File: src/include/sem_ctrl_defs.svh
// timing counts and field positions for the semaphore port controller
`ifndef SEM_CTRL_DEFS_SVH
`define SEM_CTRL_DEFS_SVH
`define CLK_PERIOD_NS    100
`define ADDR_SETUP_NS    200
`define ADDR_SETUP_CYC   ((`ADDR_SETUP_NS + `CLK_PERIOD_NS - 1) / `CLK_PERIOD_NS)
`define STROBE_NS        100
`define STROBE_CYC       ((`STROBE_NS + `CLK_PERIOD_NS - 1) / `CLK_PERIOD_NS)
`define SEM_COUNT        8
`define SEM_IDX_W        3
`define ADDR_W           14
`define DATA_W           9
`define FREE_BIT         0
`endif

File: src/include/sem_ctrl_pkg.sv
// types shared by the semaphore port controller
package sem_ctrl_pkg;
  // user command codes
  typedef enum logic [1:0] {
    CMD_ACQUIRE = 2'h0,
    CMD_RELEASE = 2'h1,
    CMD_POLL    = 2'h2,
    CMD_INIT    = 2'h3
  } cmd_e;
  // pins that the controller drives toward one device port
  typedef struct packed {
    logic        sem_sel_n;
    logic        port_sel_n;
    logic        oe_n;
    logic        rw_n;
    logic [13:0] addr;
  } port_ctl_s;
  // controller states, gray along the usual path from ST_IDLE to ST_DONE
  typedef enum logic [2:0] {
    ST_IDLE  = 3'h0,
    ST_SETUP = 3'h1,
    ST_WRITE = 3'h3,
    ST_GAP   = 3'h2,
    ST_READ  = 3'h6,
    ST_DONE  = 3'h7
  } state_e;
endpackage

File: src/rtl/sem_port_ctrl.sv
// host-side controller driving one port's semaphore space
// Operation
// device busy pin direction follows master select
// slave busy input inhibits that port's writes
// master busy ignores read or write
// address stable before write pulse starts
// only one master in width array
// eight semaphore latches separate from array
// semaphore access uses select, enable, rw
// flag index is low three address bits
// only data bit zero written
// write zero requests, one releases
// writer sees zero, other port one
// holder writing one frees semaphore
// non-holder zero waits in request latch
// read replicates flag on all bits
// read latched while select and enable active
// drop select or enable between polls
// acquire writes zero then reads back
// both selects high means standby
// semaphore never gates array access
// pending request takes token on release
// simultaneous requests get exactly one winner
// software writes one to all at power-up
// two request latches feed one flag
// no wait states on semaphore access
`include "sem_ctrl_defs.svh"
`timescale 1ns/1ps
`default_nettype none
module sem_port_ctrl
  import sem_ctrl_pkg::*;
(
  input  wire logic                  clk_i,
  input  wire logic                  rst_n_i,
  input  wire logic                  cmd_valid_i,
  input  wire logic [1:0]            cmd_op_i,
  input  wire logic [`SEM_IDX_W-1:0] cmd_idx_i,
  output logic                       cmd_ready_o,
  output logic                       done_o,
  output logic                       granted_o,
  output logic [`DATA_W-1:0]         rd_data_o,
  output logic                       sem_sel_n_o,
  output logic                       port_sel_n_o,
  output logic                       oe_n_o,
  output logic                       rw_n_o,
  output logic [`ADDR_W-1:0]         addr_o,
  output logic [`DATA_W-1:0]         dq_o,
  output logic                       dq_oe_o,
  input  wire logic [`DATA_W-1:0]    dq_i
);
  state_e                   state_q, state_d;  // sequencer state
  cmd_e                     op_q;              // command being run
  logic [`SEM_IDX_W-1:0]    idx_q;             // flag being worked
  logic [`SEM_IDX_W-1:0]    init_cnt_q;        // sweep for init
  logic [3:0]               cnt_q;             // phase counter
  logic                     wr_val_q;          // bit zero to write
  logic                     granted_q;         // last acquire or poll result; release clears it
  logic                     done_q;            // one-cycle completion
  logic [`DATA_W-1:0]       rd_q;              // captured read data
  logic [`DATA_W-1:0]       dq_s1_q, dq_s2_q;  // pin synchroniser
  port_ctl_s                pins_q;            // registered pin drive
  logic                     dq_oe_q;           // data driven
  wire  logic [3:0]         setup_len = 4'(`ADDR_SETUP_CYC);
  wire  logic [3:0]         strobe_len = 4'(`STROBE_CYC);
  wire  logic               phase_end;
  wire  logic               has_write;
  wire  logic               has_read;
  wire  logic               more_init;
  wire  logic               hold_zero;
  wire  logic               init_next_op;      // next access is a sweep
  wire  logic [`SEM_IDX_W-1:0] init_next;      // sweep index for next access
  wire  logic [`SEM_IDX_W-1:0] idx_next;       // index the pins will carry

  // compare counter against the length of the current phase
  assign phase_end = (state_q == ST_SETUP) ? (cnt_q + 4'h1 >= setup_len)
                                           : (cnt_q + 4'h1 >= strobe_len);
  assign has_write = (op_q != CMD_POLL);
  assign has_read  = (op_q == CMD_ACQUIRE) || (op_q == CMD_POLL);
  assign more_init = (op_q == CMD_INIT) && (init_cnt_q != 3'h7);
  // held token reads as all zeros; one zero bit is enough
  assign hold_zero = ~dq_s2_q[`FREE_BIT];
  assign cmd_ready_o = (state_q == ST_IDLE);
  // address follows the command being started, so it never moves while
  // the select is already low for the new access
  assign init_next_op = (state_q == ST_IDLE) ? (cmd_op_i == 2'(CMD_INIT))
                                             : (op_q == CMD_INIT);
  assign init_next = (state_q == ST_IDLE) ? 3'h0
                   : (state_q == ST_GAP && state_d == ST_SETUP)
                     ? init_cnt_q + 3'h1 : init_cnt_q;
  assign idx_next = init_next_op ? init_next
                  : (state_q == ST_IDLE) ? cmd_idx_i : idx_q;

  // sequencer next state
  always_comb begin
    state_d = state_q;
    case (state_q)
      ST_IDLE:  if (cmd_valid_i) state_d = ST_SETUP;
      ST_SETUP: if (phase_end) state_d = has_write ? ST_WRITE : ST_GAP;
      ST_WRITE: if (phase_end) state_d = ST_GAP;
      // gap drops select so the read latch refreshes
      ST_GAP: begin
        if (phase_end) begin
          if (has_read) state_d = ST_READ;
          else if (more_init) state_d = ST_SETUP;
          else state_d = ST_DONE;
        end
      end
      // hold three cycles past the strobe length so synchronised data is valid
      ST_READ:  if (cnt_q == strobe_len + 4'h2) state_d = ST_DONE;
      ST_DONE:  state_d = ST_IDLE;
      default:  state_d = ST_IDLE;
    endcase
  end

  // state, counters and command capture
  always_ff @(posedge clk_i) begin
    if (!rst_n_i) begin
      state_q    <= ST_IDLE;
      op_q       <= CMD_POLL;
      idx_q      <= 3'h0;
      init_cnt_q <= 3'h0;
      cnt_q      <= 4'h0;
      wr_val_q   <= 1'b1;
    end else begin
      state_q <= state_d;
      cnt_q   <= (state_d != state_q) ? 4'h0 : cnt_q + 4'h1;
      if (state_q == ST_IDLE && cmd_valid_i) begin
        op_q       <= cmd_e'(cmd_op_i);
        idx_q      <= cmd_idx_i;
        init_cnt_q <= 3'h0;
        // acquire writes zero first, then reads back
        wr_val_q   <= (cmd_op_i != 2'(CMD_ACQUIRE));
      end else if (state_q == ST_GAP && state_d == ST_SETUP) begin
        // init sweeps all eight flags writing one
        init_cnt_q <= init_cnt_q + 3'h1;
      end
    end
  end

  // pin drive: address settles in setup before write strobe
  always_ff @(posedge clk_i) begin
    if (!rst_n_i) begin
      pins_q  <= '{sem_sel_n: 1'b1, port_sel_n: 1'b1, oe_n: 1'b1,
                   rw_n: 1'b1, addr: 14'h0};
      dq_oe_q <= 1'b0;
    end else begin
      // array select stays high: semaphore space only
      // no array access, so no busy decision is asked of any master;
      // a wider array still needs exactly one master
      pins_q.port_sel_n <= 1'b1;
      pins_q.addr <= {11'h0, idx_next};
      pins_q.sem_sel_n <= !(state_d == ST_SETUP || state_d == ST_WRITE
                            || state_d == ST_READ);
      pins_q.rw_n  <= !(state_d == ST_WRITE);
      pins_q.oe_n  <= !(state_d == ST_READ);
      dq_oe_q      <= (state_d == ST_WRITE) || (state_d == ST_SETUP
                       && has_write && state_q != ST_IDLE);
    end
  end

  // read data crosses from pins through two flops
  always_ff @(posedge clk_i) begin
    if (!rst_n_i) begin
      dq_s1_q <= 9'h0;
      dq_s2_q <= 9'h0;
    end else begin
      dq_s1_q <= dq_i;
      dq_s2_q <= dq_s1_q;
    end
  end

  // result capture at the end of the read
  always_ff @(posedge clk_i) begin
    if (!rst_n_i) begin
      rd_q      <= 9'h1ff;
      granted_q <= 1'b0;
      done_q    <= 1'b0;
    end else begin
      done_q <= (state_q == ST_DONE);
      if (state_q == ST_READ && state_d == ST_DONE) begin
        rd_q      <= dq_s2_q;
        granted_q <= hold_zero; // zero back means token held
      end else if (state_q == ST_DONE && op_q == CMD_RELEASE) begin
        granted_q <= 1'b0;
      end
    end
  end

  assign sem_sel_n_o  = pins_q.sem_sel_n;
  assign port_sel_n_o = pins_q.port_sel_n;
  assign oe_n_o       = pins_q.oe_n;
  assign rw_n_o       = pins_q.rw_n;
  assign addr_o       = pins_q.addr;
  // only bit zero matters on write; others follow it
  assign dq_o         = {`DATA_W{wr_val_q}};
  assign dq_oe_o      = dq_oe_q;
  assign done_o       = done_q;
  assign granted_o    = granted_q;
  assign rd_data_o    = rd_q;
endmodule
`default_nettype wire

File: config.mk
export PLATFORM = sky130hd
export DESIGN_NAME = sem_port_ctrl
export DESIGN_NICKNAME = d
export VERILOG_FILES = /design/src/include/sem_ctrl_pkg.sv /design/src/rtl/sem_port_ctrl.sv
export VERILOG_INCLUDE_DIRS = /design/src /design/src/include
export SDC_FILE = /design/constraint.sdc
export NUM_CORES = 1
export LEC_CHECK = 0
export BUFFER_PORTS_ARGS = -buffer_cell sky130_fd_sc_hd__buf_2
export CAP_MARGIN = 20
export CORE_UTILIZATION = 52
export DETAILED_ROUTE_END_ITERATION = 10
export PLACE_DENSITY = 0.78
export SYNTH_ARGS = -nofsm -noshare
export SYNTH_HDL_FRONTEND = slang
export SYNTH_SLANG_ARGS = --single-unit
File: constraint.sdc
create_clock -name clk_i -period 2.9 [get_ports clk_i]
set_clock_uncertainty 0.2 [all_clocks]
set_input_delay 0.29 -clock clk_i [delete_from_list [all_inputs] [get_ports clk_i]]
set_output_delay 0.29 -clock clk_i [all_outputs]
set_load 0.03 [all_outputs]
==> results of run 1 <==
-- layout make-up --
cell class	instances	share of cell area
Sequential cell	52	0.405
Multi-Input combinational cell	165	0.387
Timing Repair Buffer	59	0.138
Clock buffer	5	0.0268
Tap cell	50	0.0244
Clock inverter	3	0.0107
Inverter	5	0.00731
-- per-stage QoR --
| step | cells | hold slack, ns | power (mW) | cell area (um^2) |
|---|---|---|---|---|
| after detailed placement | 322 | 0.217 | 1.43 | 2380 |
| final | 339 | 0.0285 | 1.85 | 2570 |
| after global placement | 322 | 0.214 | 1.42 | 2380 |
| after floorplan | 256 | 0.212 | 1.33 | 2290 |
| after global routing | 339 | 0.0377 | 1.96 | 2570 |
| after CTS | 339 | 0.0256 | 1.86 | 2570 |
-- Yosys cell counts (2+ instances only) --
master and n:
o221ai_1 2, and4_1 2, a21boi_0 4, inv_1 5, and2_1 21, nor2b_1 2
mux2i_1 4, nand3_1 11, dfxtp_1 52, nand4_1 2, buf_2 2, o21ai_0 7
nor2_1 14, nand2_1 37, a21oi_1 8, ha_1 5, o2111a_1 2, and3_1 2
xor2_1 3, buf_4 22, buf_6 3, clkbuf_1 7, nor3_1 3, nor4_1 3
xnor2_1 2, conb_1 2
-- state kept, by name, indices dropped and copies added, names as in the netlist --
name         count
state_q          3
granted_o        1
rd_data_o        9
addr_o           3
done_o           1
cnt_q            4
init_cnt_q       3
op_q             2
idx_q            3
sem_sel_n_o      1
wr_val_q         1
oe_n_o           1
dq_oe_o          1
dq_s2_q          9
dq_s1_q          9
rw_n_o           1
-- routing by layer --
metal	GRT usage	part of all wire	routed length [um]	up-vias
met3	0.0541	0.056	219	0
met4	0.0625	0	0	0
met2	0.301	0.47	1850	59
met1	0.236	0.47	1870	769
met5	0	0	0	-
li1	-	-	-	875
-- kinds of logic (layout without fill, tap and decap cells) --
kind of cell             after synthesis  after routing
other                                  2             12
flip-flops                            52             52
adder cells (fa/ha/maj)                5              5
XOR/XNOR                               5              5
multiplexers                           4              4
AND/OR/NAND/NOR                      108            108
AO/OA/AOI/OAI                         31             31
buffers and inverters                 39             72
-- worst reg2reg max path: cells and delay by family, from the launching register on --
kind                       cells  cell delay [ns]
muxes                          1             0.24
AOI/OAI and AO/OA              2             0.50
adders and majority gates      1             0.33
DFF                            1             0.39
and+or+nand+nor                3             0.78
buffers and inverters          1             0.08
-- worst min path at each step --
stage,startpoint,end,slack [ns],cells after the start
6_report,cmd_op_i[1],op_q[1]$_SDFFE_PN1P_,0.03,3
5_1_grt,cmd_idx_i[2],idx_q[2]$_SDFFE_PN0P_,0.04,3
4_1_cts,cmd_op_i[1],op_q[1]$_SDFFE_PN1P_,0.03,3
3_5_place_dp,dq_s1_q[5]$_SDFF_PN0_,dq_s2_q[5]$_SDFF_PN0_,0.22,1
3_3_place_gp,dq_s1_q[1]$_SDFF_PN0_,dq_s2_q[1]$_SDFF_PN0_,0.21,1
2_1_floorplan,dq_s1_q[0]$_SDFF_PN0_,dq_s2_q[0]$_SDFF_PN0_,0.21,1
-- cells in the final DEF, fill, tap and decap left out, drive strengths merged, types with 2 or more instances in the layout --
cell / netlist / layout
inv: 5 / 6
nor4: 3 / 3
buf: 27 / 50
a21oi: 8 / 8
xor2: 3 / 3
and4: 2 / 2
nand2: 37 / 37
o221ai: 2 / 2
a21boi: 4 / 4
nand3: 11 / 11
clkbuf: 7 / 5
dfxtp: 52 / 52
nor3: 4 / 4
o2111a: 2 / 2
ha: 5 / 5
and2: 21 / 21
xnor2: 2 / 2
dlygate4sd3: 0 / 9
conb: 2 / 12
o21ai: 8 / 8
or2: 2 / 2
nand4: 2 / 2
nor2b: 2 / 2
nor2: 15 / 15
and3: 2 / 2
mux2i: 4 / 4
-- power by group through the flow --
stage / logic, mW / clock network (mW) / registers, mW
3_3_place_gp: 0.564 / 0 / 0.851
4_1_cts: 0.589 / 0.436 / 0.837
3_5_place_dp: 0.578 / 0 / 0.853
5_1_grt: 0.650 / 0.466 / 0.849
6_report: 0.589 / 0.424 / 0.837
2_1_floorplan: 0.456 / 0 / 0.878
-- repair_timing --
item / CTS / global route
endpoints found under the setup margin: 0 / 2
hold buffers: 9 / 0
hold endpoints to repair: 9 / 0
==> summary.txt, run 1 <==
Status
  • Outcome: finished, final reports clean

Setup path
  • Kind of critical path: reg -> reg
  • Endpoint type of the worst setup path: flip-flop
  • Arrival @ worst endpoint: 2.62 ns
  • Crit-path slowest cell: dfxtp_1
  • Worst-path maximum fanout: 9
  • Crit path required time: 2.90 ns
  • CP Capture Point: rw_n_o$_SDFF_PN1_
  • Critical path depth in cells: 8
  • Delay-heaviest family, CP: simple AND/OR/NAND/NOR gates
  • Reg2Reg Depth: 8
  • Crit-path max cell delay: 0.39 ns
  • Worst reg2reg path endpoint: rw_n_o$_SDFF_PN1_
  • Reg2reg start: cnt_q[0]$_SDFF_PP0_
  • Critical path launch point type: flip-flop
  • Beginning of the critical path: cnt_q[0]$_SDFF_PP0_
  • Worst R2R Setup Slack: 0.28 ns
  • Bufs and invs on worst path: 1
  • Worst-path cell chain: inv_1 -> ha_1 -> nand4bb_1 -> mux2i_1 -> o21ai_2 -> a32o_2 -> or3_1 -> or2_1

Clock tree
  • Max Root-Sink Buffers: 2
  • Root Buffer: clkbuf_8
  • Setup Fix Bufs, Post-CTS: 0
  • H-tree depth reported by CTS: 2
  • Clk Latency, worst-skew pair: 0.30 ns
  • Reg clk slew, reported paths: 0.10 ns
  • TritonCTS Buffers: 5
  • Post-CTS sizing: 0
  • CTS tree: yes
  • TritonCTS Sinks: 52

Global routing
  • First-pass GRT wire length: 6.34 mm
  • Total GRT Usage: 0.186
  • Initial antenna violation count: 0
  • Number of global-route vias before repair: 1452
  • Total gr overflow: 0
  • Largest net degree at the start of global routing: 33

Placed design
  • Post-DP HPWL: 2.75 mm
  • Worst slack, placed: just over 0.3 ns
  • # port buffers: 44
  • Placer Congestion: 0.945

Synth
  • Post-synth EDFFs: 0
  • Largest family of logic cells by synthesized area: simple AND/OR/NAND/NOR gates
  • Top post-synthesis cells by area: dfxtp_1 46%, buf_4 7.3%, nand2_1 6.2%
  • Gate Count Post-Synth: between 200 and 250
  • XOR/XNOR share of the synthesized area: 0.0195
  • Top cell type by total area after synthesis: dfxtp_1
  • Predominant post-synthesis flop cell: dfxtp_1
  • Top cell type's share of synthesized area: 0.462
  • Adder-cell area share of the yosys netlist: 0.0278
  • Synth warn: 0
  • Synth cell types: 45
  • Sequential fraction of the synthesis area: 0.462
  • Asr flop ratio synth: 0
  • Compound-Gate Fraction of Synth Area: 0.105
  • Synthesized flop and latch total: 52
  • Post-Syn Area: approximately 2300 um^2
  • Post-synthesis average cell area: 9.15 um^2
  • Post-synthesis simple-gate area fraction: 0.251
  • Mux contribution to synthesized area: 0.0178

Final layout
  • Util after Layout: 0.628
  • Inserted Diodes: 0
  • Final #Nets: 310
  • P&R area growth vs syn: 14.1%
  • Ratio of cells with drive above 1 in the final layout: 0.228
  • Area of the multi-input gates: 993 um^2
  • Fillers: 357
  • Register area: approximately 1000 um^2

Power and ir drop
  • Pwr Density: 720 nW/um^2
  • Cell internal pwr: 1.19 mW
  • Clock network power share: 0.229
  • Static Leak: between 1 and 1.5 nW
  • NetSw: approximately 0.66 mW
  • Sequential Power Share: 0.452
  • Max IR drop VDD: 0.000404 V
  • Switching power share of the total: 0.356
  • Combinational power share: 0.318

Hold path
  • Worst hold path class: in -> reg

Timing
  • RSZ-0062 raised after global routing: no
  • Post-route setup slack: ~0.28 ns
  • Final Setup Violations: 0
  • Pins over their slew limit: 0
  • Tmin final: 2.62 ns
  • Fmax: 0.381 GHz
  • Final setup TNS: 0 ns
  • Final Hold Viols: 0
  • Final period utilization: 0.905

Floorplanning
  • Initial Utilization: 0.551
  • Die Area: ~4600 um^2
  • Number of top-level pins: 57
  • Die W: 67.8 um
  • # rows: 23
  • Die Y: about 68 um
  • Core Box Area: approximately 4000 um^2

Detailed routing
  • Per-cell routed wire length: 11.6 um
  • Routed WL: 3.94 mm
  • First-pass DRT Iterations: 4
  • # DRC: 0
  • Vias post-DR: between 1500 and 2000
  • Iter 0 DRT Violations: 95
  • Via-to-Cell Ratio: 5.02
  • Post-DRT Antenna Nets: 0

Job
  • # Max-Cap Violations: 0
Power figures use the tool's default switching activity.
==> inputs of run 2 (changes only) <==
--- a/config.mk
+++ b/config.mk
@@ -6,11 +6,12 @@
 export SDC_FILE = /design/constraint.sdc
 export NUM_CORES = 1
 export LEC_CHECK = 0
+export ABC_AREA = 1
 export BUFFER_PORTS_ARGS = -buffer_cell sky130_fd_sc_hd__buf_2
 export CAP_MARGIN = 20
 export CORE_UTILIZATION = 52
 export DETAILED_ROUTE_END_ITERATION = 10
-export PLACE_DENSITY = 0.78
+export PLACE_DENSITY = 0.79
 export SYNTH_ARGS = -nofsm -noshare
 export SYNTH_HDL_FRONTEND = slang
 export SYNTH_SLANG_ARGS = --single-unit
==> run 2 against run 1 <==
Net effect: register-to-register slack better by 0.40 ns; non-clock buffer count decreased by 3; largest power group unchanged; sequential cell count stayed put; cell count increased by 13%; cell area shrank 0.58%; clock power fell by 5.2%; count of clock-buffer cells in the layout up 1; global-route usage decreased by 0.21 points; largest cell class unchanged; total power is 9.3% lower; die area decreased by 1.5%; via count rose by 4.1%; utilization increased by 0.076 points.
==> summary.txt, run 2 <==
Status
  • Outcome: finished, final reports clean (unchanged)

Clock tree
  • Max Root-Sink Buffers: 2 (unchanged)
  • Hold_buf cts: 9 (unchanged)
  • Post-CTS sizing: 0 (unchanged)
  • Setup Fix Bufs, Post-CTS: 0 (unchanged)
  • H-tree depth reported by CTS: 2 (unchanged)
  • Root Buffer: clkbuf_8 (unchanged)
  • TritonCTS Sinks: 52 (unchanged)
  • Clk Latency, worst-skew pair: 0.30 ns (about the same)
  • Reg clk slew, reported paths: 0.09 ns (was 0.10 ns)
  • TritonCTS Buffers: 5 (unchanged)
  • CTS tree: yes (unchanged)

Synth
  • Gate Count Post-Synth: 286 (was 246)
  • Sequential fraction of the synthesis area: 0.470 (was 0.462)
  • Synth cell types: 32 (was 45)
  • Top cell type by total area after synthesis: dfxtp_1 (unchanged)
  • Top cell type's share of synthesized area: 0.470 (was 0.462)
  • Post-synthesis average cell area: 7.75 um^2 (was 9.15 um^2)
  • Predominant post-synthesis flop cell: dfxtp_1 (unchanged)
  • Post-Syn Area: 2220 um^2 (was 2250 um^2)
  • Top post-synthesis cells by area: dfxtp_1 47%, nand2_1 13%, buf_4 7.5% (was dfxtp_1 46%, buf_4 7.3%, nand2_1 6.2%)
  • Top post-synthesis cells by count: 76 x nand2_1, 52 x dfxtp_1, 39 x inv_1 (was 52 x dfxtp_1, 37 x nand2_1, 22 x buf_4)
  • Count leader, synth: nand2_1 (was dfxtp_1)
  • Synth warn: 0 (unchanged)
  • Post-synth EDFFs: 0 (unchanged)
  • Asr flop ratio synth: 0 (unchanged)
  • Synthesized flop and latch total: 52 (unchanged)

Final layout
  • P&R area growth vs syn: 15.2% (was 14.1%)
  • Final #Nets: 354 (was 310)
  • Ratio of cells with drive above 1 in the final layout: 0.219 (was 0.228)
  • Commonest non-fill, non-tap cell in the layout: nand2_1 (was dfxtp_1)
  • Commonest non-fill, non-tap cells in the layout: 76 x nand2_1, 52 x dfxtp_1, 44 x buf_2, 39 x inv_1, 19 x nand3_1 (was 52 x dfxtp_1, 44 x buf_2, 37 x nand2_1, 21 x and2_1, 14 x nor2_1)
  • Fillers: 360 (was 357)
  • Inserted Diodes: 0 (unchanged)

Global routing
  • First-pass GRT wire length: 6.27 mm (was 6.34 mm)
  • Initial antenna violation count: 0 (unchanged)
  • Largest net degree at the start of global routing: 35 (was 33)
  • Total GRT Usage: 0.184 (was 0.186)
  • Total gr overflow: 0 (unchanged)
  • Number of global-route vias before repair: 1498 (was 1452)

Power and ir drop
  • NetSw: 0.590 mW (was 0.659 mW)
  • Switching power share of the total: 0.352 (was 0.356)
  • Total power: 1.68 mW (was 1.85 mW)
  • Sequential Power Share: 0.481 (was 0.452)
  • Combinational power share: 0.280 (was 0.318)
  • Static Leak: 1.31 nW (was 1.13 nW)
  • Clock network power share: 0.240 (was 0.229)
  • Cell internal pwr: 1.09 mW (was 1.19 mW)
  • Pwr Density: 657 nW/um^2 (was 720 nW/um^2)
  • Max IR drop VDD: 0.000388 V (was 0.000404 V)

Setup path
  • Endpoint type of the worst setup path: flip-flop (unchanged)
  • Worst-path maximum fanout: 7 (was 9)
  • Bufs and invs on worst path: 2 (was 1)
  • Kind of critical path: reg -> reg (unchanged)
  • Crit-path slowest cell: dfxtp_1 (unchanged)
  • Arrival @ worst endpoint: 2.25 ns (was 2.62 ns)
  • Delay-heaviest family, CP: simple AND/OR/NAND/NOR gates (unchanged)
  • Most frequent cell on the critical path: nor2_1
  • Crit-path max cell delay: 0.42 ns (was 0.39 ns)
  • Crit path required time: 2.92 ns (was 2.90 ns)
  • Critical path launch point type: flip-flop (unchanged)
  • Worst-path cell chain: inv_1 -> ha_1 -> nor2_1 -> nor2_1 -> nor2_1 -> nand2_2 -> nand2_1 -> nand3_2 -> nand2_4 -> inv_2 -> nand2_1 -> nand3_2 -> nor3b_1 (was inv_1 -> ha_1 -> nand4bb_1 -> mux2i_1 -> o21ai_2 -> a32o_2 -> or3_1 -> or2_1)

Floorplanning
  • Die W: 67.3 um (was 67.8 um)
  • Number of top-level pins: 57 (unchanged)
  • Core Box Area: 4060 um^2 (was 4090 um^2)
  • Initial Utilization: 0.546 (was 0.551)
  • Die Area: 4530 um^2 (was 4600 um^2)
  • Die Y: 67.3 um (was 67.8 um)
  • # rows: 23 (unchanged)

Timing
  • Final Setup Violations: 0 (unchanged)
  • Tmin final: 2.23 ns (was 2.62 ns)
  • Final period utilization: 0.768 (was 0.905)
  • RSZ-0062 raised after global routing: no (unchanged)
  • Pins over their slew limit: 0 (unchanged)
  • Fmax: 0.449 GHz (was 0.381 GHz)
  • Final setup TNS: 0 ns (unchanged)
  • Final Hold Viols: 0 (unchanged)

Placed design
  • Placer Congestion: 0.851 (was 0.945)
  • Post-DP HPWL: 2.76 mm (was 2.75 mm)
  • # port buffers: 44 (unchanged)

Job
  • # Max-Cap Violations: 0 (unchanged)

Detailed routing
  • Per-cell routed wire length: 9.98 um (was 11.6 um)
  • Via-to-Cell Ratio: 4.63 (was 5.02)
  • Routed WL: 3.82 mm (was 3.94 mm)
  • Post-DRT Antenna Nets: 0 (unchanged)
  • Vias post-DR: 1772 (was 1703)
  • Iter 0 DRT Violations: 111 (was 95)
  • First-pass DRT Iterations: 5 (was 4)
  • # DRC: 0 (unchanged)

Hold path
  • Worst hold path class: in -> reg (unchanged)
-- run 2: changes by cell type in the layout (fill, tap and decap cells not counted), moves of 4 or more --
| cell | before | now |
|---|---|---|
| a21boi_0 | 4 | 0 |
| and2_1 | 21 | 0 |
| inv_1 | 5 | 39 |
| inv_2 | 0 | 5 |
| mux2i_1 | 4 | 0 |
| nand2_1 | 37 | 76 |
| nand3_1 | 11 | 19 |
| nand3_2 | 0 | 5 |
-- run 2: metrics by stage --
stage                     std cells  hold slack [ns]  instance area [um^2]   util  setup WS (ns)
final                           383           0.0260                  2550  0.629          0.674
after CTS                       383           0.0262                  2550  0.629          0.677
after global placement          366            0.194                  2370  0.585          0.795
after floorplan                 296            0.188                  2250      -          0.904
after detailed placement        366            0.196                  2370  0.585          0.694
after global routing            383           0.0645                  2550  0.629          0.501
-- run 2: tightest hold or removal path: cells and delay by family --
kind	cells	cell delay [ns]
buf+inv	1	0.08
compound gates	1	0.06
simple gates	1	0.06
-- run 2: worst paths after layout --
kind	from	endpoint	slack (ns)	cells past startpoint
max	cnt_q[0]$_SDFF_PP0_	cnt_q[1]$_SDFF_PP0_	0.67	13
min	cmd_idx_i[0]	idx_q[0]$_SDFFE_PN0P_	0.03	3
max reg2reg	cnt_q[0]$_SDFF_PP0_	cnt_q[1]$_SDFF_PP0_	0.67	13
min reg2reg	dq_s1_q[3]$_SDFF_PN0_	dq_s2_q[3]$_SDFF_PN0_	0.22	2
-- run 2: power groups by stage --
stage                     Combinational (mW)  Sequential (mW)  Clock (mW)
after floorplan                        0.361            0.851           0
after global placement                 0.450            0.822           0
after detailed placement               0.458            0.824           0
after CTS                              0.469            0.807       0.411
after global routing                   0.520            0.815       0.440
final                                  0.469            0.806       0.402
-- run 2: per-layer routing --
layer / part of all wire / track usage
met4: 0.015 / 0.0824
met1: 0.48 / 0.236
met3: 0.051 / 0.0355
met5: 0 / 0
met2: 0.46 / 0.298
-- run 2: kinds of logic after synthesis --
logic type | Yosys count | share of synthesized area
flip-flops | 52 | 0.470
adder cells (fa/ha/maj) | 5 | 0.0282
other | 2 | 0.00339
AO/OA/AOI/OAI | 20 | 0.0508
AND/OR/NAND/NOR | 134 | 0.286
buffers and inverters | 73 | 0.161
-- run 2: final cells by class --
cell class,count,area (um^2),area share
clock inverter,2,16.3,0.00637
timing repair buffer,56,333,0.130
tap,50,62.6,0.0245
multi-input combinational,171,855,0.335
inverter,46,173,0.0676
clock buffer,6,72.6,0.0284
sequential,52,1040,0.408
==> inputs of run 3 (changes only) <==
==> constraint.sdc (replaced) <==
create_clock -name clk_i -period 2.2 [get_ports clk_i]
set_clock_uncertainty 0.2 [all_clocks]
set_input_delay 0.22 -clock clk_i [delete_from_list [all_inputs] [get_ports clk_i]]
set_output_delay 0.22 -clock clk_i [all_outputs]
set_load 0.03 [all_outputs]
==> run 3 against run 2 <==
Net effect: utilization is 3.2 points higher; sequential power is 33% higher; cell area is 5.0% higher; critical path depth is 1 higher; wire length is 12% higher; worst hold slack better by 0.0016 ns; critical path type unchanged.
==> summary.txt, run 3 (same netlist as run 2, synthesis figures left out) <==
Setup path
  • Endpoint type of the worst setup path: flip-flop (unchanged)
  • Crit path required time: 2.24 ns (was 2.92 ns)
  • Worst-path maximum fanout: 8 (was 7)
  • Kind of critical path: reg -> reg (unchanged)
  • Critical path launch point type: flip-flop (unchanged)
  • Worst R2R Setup Slack: 0.11 ns (was 0.67 ns)
  • Reg2Reg Depth: 14 (was 13)
  • Arrival @ worst endpoint: 2.13 ns (was 2.25 ns)
  • CP Capture Point: addr_o[2]$_SDFF_PN0_ (was cnt_q[1]$_SDFF_PP0_)
  • Worst reg2reg path endpoint: addr_o[2]$_SDFF_PN0_ (was cnt_q[1]$_SDFF_PP0_)
  • Reg2reg start: cnt_q[1]$_SDFF_PP0_ (was cnt_q[0]$_SDFF_PP0_)
  • Beginning of the critical path: cnt_q[1]$_SDFF_PP0_ (was cnt_q[0]$_SDFF_PP0_)

Floorplanning
  • Initial Utilization: 0.546 (unchanged)
  • Core Box Area: 4060 um^2 (unchanged)
  • Die W: 67.3 um (unchanged)
  • # rows: 23 (unchanged)
  • Die Area: 4530 um^2 (unchanged)
  • Number of top-level pins: 57 (unchanged)
  • Die Y: 67.3 um (unchanged)

Final layout
  • P&R area growth vs syn: 21.0% (was 15.2%)
  • Fillers: 350 (was 360)
  • Design area: 2680 um^2 (was 2550 um^2)
  • Inserted Diodes: 0 (unchanged)
  • Commonest non-fill, non-tap cell in the layout: nand2_1 (unchanged)
  • Area of the multi-input gates: 921 um^2 (was 855 um^2)
  • Ratio of cells with drive above 1 in the final layout: 0.268 (was 0.219)
  • Util after Layout: 0.661 (was 0.629)
  • Final #Nets: 360 (was 354)
  • Commonest non-fill, non-tap cells in the layout: 73 x nand2_1, 50 x dfxtp_1, 44 x buf_2, 37 x inv_1, 17 x nand3_1 (was 76 x nand2_1, 52 x dfxtp_1, 44 x buf_2, 39 x inv_1, 19 x nand3_1)
  • Register area: 1050 um^2 (was 1040 um^2)

Timing
  • Pins over their slew limit: 0 (unchanged)
  • RSZ-0062 raised after global routing: yes (was no)
  • Final period utilization: 0.950 (was 0.768)
  • Final Setup Violations: 0 (unchanged)
  • Post-route setup slack: 0.111 ns (was 0.674 ns)
  • Final Hold Viols: 0 (unchanged)
  • Final setup TNS: 0 ns (unchanged)
  • Fmax: 0.479 GHz (was 0.449 GHz)
  • Tmin final: 2.09 ns (was 2.23 ns)

Detailed routing
  • Post-DRT Antenna Nets: 0 (unchanged)
  • DR WL met3: 185 um (was 194 um)
  • Routed WL: 4.29 mm (was 3.82 mm)
  • M1 WL: 1.97 mm (was 1.83 mm)
  • Via-to-Cell Ratio: 4.72 (was 4.63)
  • Per-cell routed wire length: 11.0 um (was 9.98 um)
  • Routed wl met2: 2.09 mm (was 1.74 mm)
  • Vias post-DR: 1835 (was 1772)
  • Iter 0 DRT Violations: 78 (was 111)
  • # DRC: 0 (unchanged)
  • First-pass DRT Iterations: 4 (was 5)
  • Uppermost layer routed: met4 (unchanged)

Power and ir drop
  • Pwr Density: 859 nW/um^2 (was 657 nW/um^2)
  • Max IR drop VDD: 0.000464 V (was 0.000388 V)
  • Static Leak: 1.34 nW (was 1.31 nW)

Job
  • # Max-Cap Violations: 0 (unchanged)

Clock tree
  • TritonCTS Sinks: 52 (unchanged)
  • CTS tree: yes (unchanged)
  • Max Root-Sink Buffers: 2 (unchanged)
  • Clk Latency, worst-skew pair: 0.31 ns (was 0.30 ns)
  • Root Buffer: clkbuf_8 (unchanged)
  • Reg clk slew, reported paths: 0.09 ns (about the same)
  • H-tree depth reported by CTS: 2 (unchanged)
  • TritonCTS Buffers: 5 (unchanged)

Placed design
  • Placed Area: 2380 um^2 (was 2370 um^2)
  • Post-DP HPWL: 2.84 mm (was 2.76 mm)
  • # port buffers: 44 (unchanged)
  • Placer Congestion: 0.860 (was 0.851)
  • Worst slack, placed: -0.0371 ns (was 0.694 ns)

Global routing
  • Initial antenna violation count: 0 (unchanged)
  • Largest net degree at the start of global routing: 34 (was 35)
  • First-pass GRT wire length: 6.85 mm (was 6.27 mm)
  • Total gr overflow: 0 (unchanged)
  • Total GRT Usage: 0.202 (was 0.184)
  • Number of global-route vias before repair: 1641 (was 1498)

Status
  • Outcome: finished, final reports clean (unchanged)

Hold path
  • Worst hold path class: in -> reg (unchanged)
  • Hold_sp: cmd_op_i[1] (was cmd_idx_i[0])
run 3: cell count changes in the layout (fill, tap and decap cells not counted), moves of 2 or more:
cell,delta
ha_1,-2
inv_1,-2
nand3_1,-2
buf_4,+2
inv_2,+2
dlygate4sd3_1,+4
nand2_2,+2
a21oi_2,+2
dfxtp_1,-2
nand2_1,-3
a21oi_1,-2
run 3: critical path, stage by stage (launching register included):
cell and delay, ns:
dfxtp_2 0.38, inv_2 0.06, ha_4 0.26, nor2_2 0.03
nor2_1 0.09, nor2_1 0.07, nand2_2 0.10, nand2_1 0.06
nand2_1 0.07, nand2_2 0.09, nor2_8 0.19, nand3_4 0.11
nand2_2 0.10, nand3_2 0.08, a21oi_2 0.14
run 3: worst min path at each step:
stage / cells past startpoint / slack [ns] / endpoint
global route: 5 / 0.04 / wr_val_q$_SDFFE_PN1P_
global placement: 2 / 0.19 / dq_s2_q[8]$_SDFF_PN0_
CTS: 5 / 0.01 / wr_val_q$_SDFFE_PN1P_
finish: 5 / 0.03 / wr_val_q$_SDFFE_PN1P_
floorplan: 2 / 0.12 / dq_s1_q[0]$_SDFF_PN0_
detailed placement: 2 / 0.19 / dq_s2_q[6]$_SDFF_PN0_
run 3: cell type report:
class,instances,area share
multi-input cells,171,0.343
inverters,46,0.0644
well taps,50,0.0233
clock buffers,5,0.0257
clock inverters,3,0.00840
flip-flops and latches,52,0.390
repair buffers,62,0.145
run 3: layer usage:
metal,GRT usage,vias up
li1,-,952
met1,0.248,822
met2,0.343,57
met3,0.0507,4
met4,0.0718,0
met5,0,-
run 3: power by group:
part / internal [mW] / leakage (nW) / switching (mW)
registers: 1.02 / 0.427 / 0.0535
clock network: 0.228 / 0.0485 / 0.317
logic: 0.219 / 0.869 / 0.465
total: 1.47 / 1.34 / 0.836
run 3: what timing repair did:
action                     4_1_cts  5_1_grt
hold endpoints to repair        14        0
setup endpoints to repair        3       12
resized for setup                1       18
pin swaps                        0       11
hold buffers                    13        0
setup buffers                    0        1
run 3: per-stage QoR:
step	hold slack (ns)	instances	power (mW)
3_3_place_gp	0.194	367	1.68
6_report	0.0277	389	2.30
5_1_grt	0.0437	389	2.43
2_1_floorplan	0.118	296	1.60
3_5_place_dp	0.195	367	1.69
4_1_cts	0.0128	388	2.25
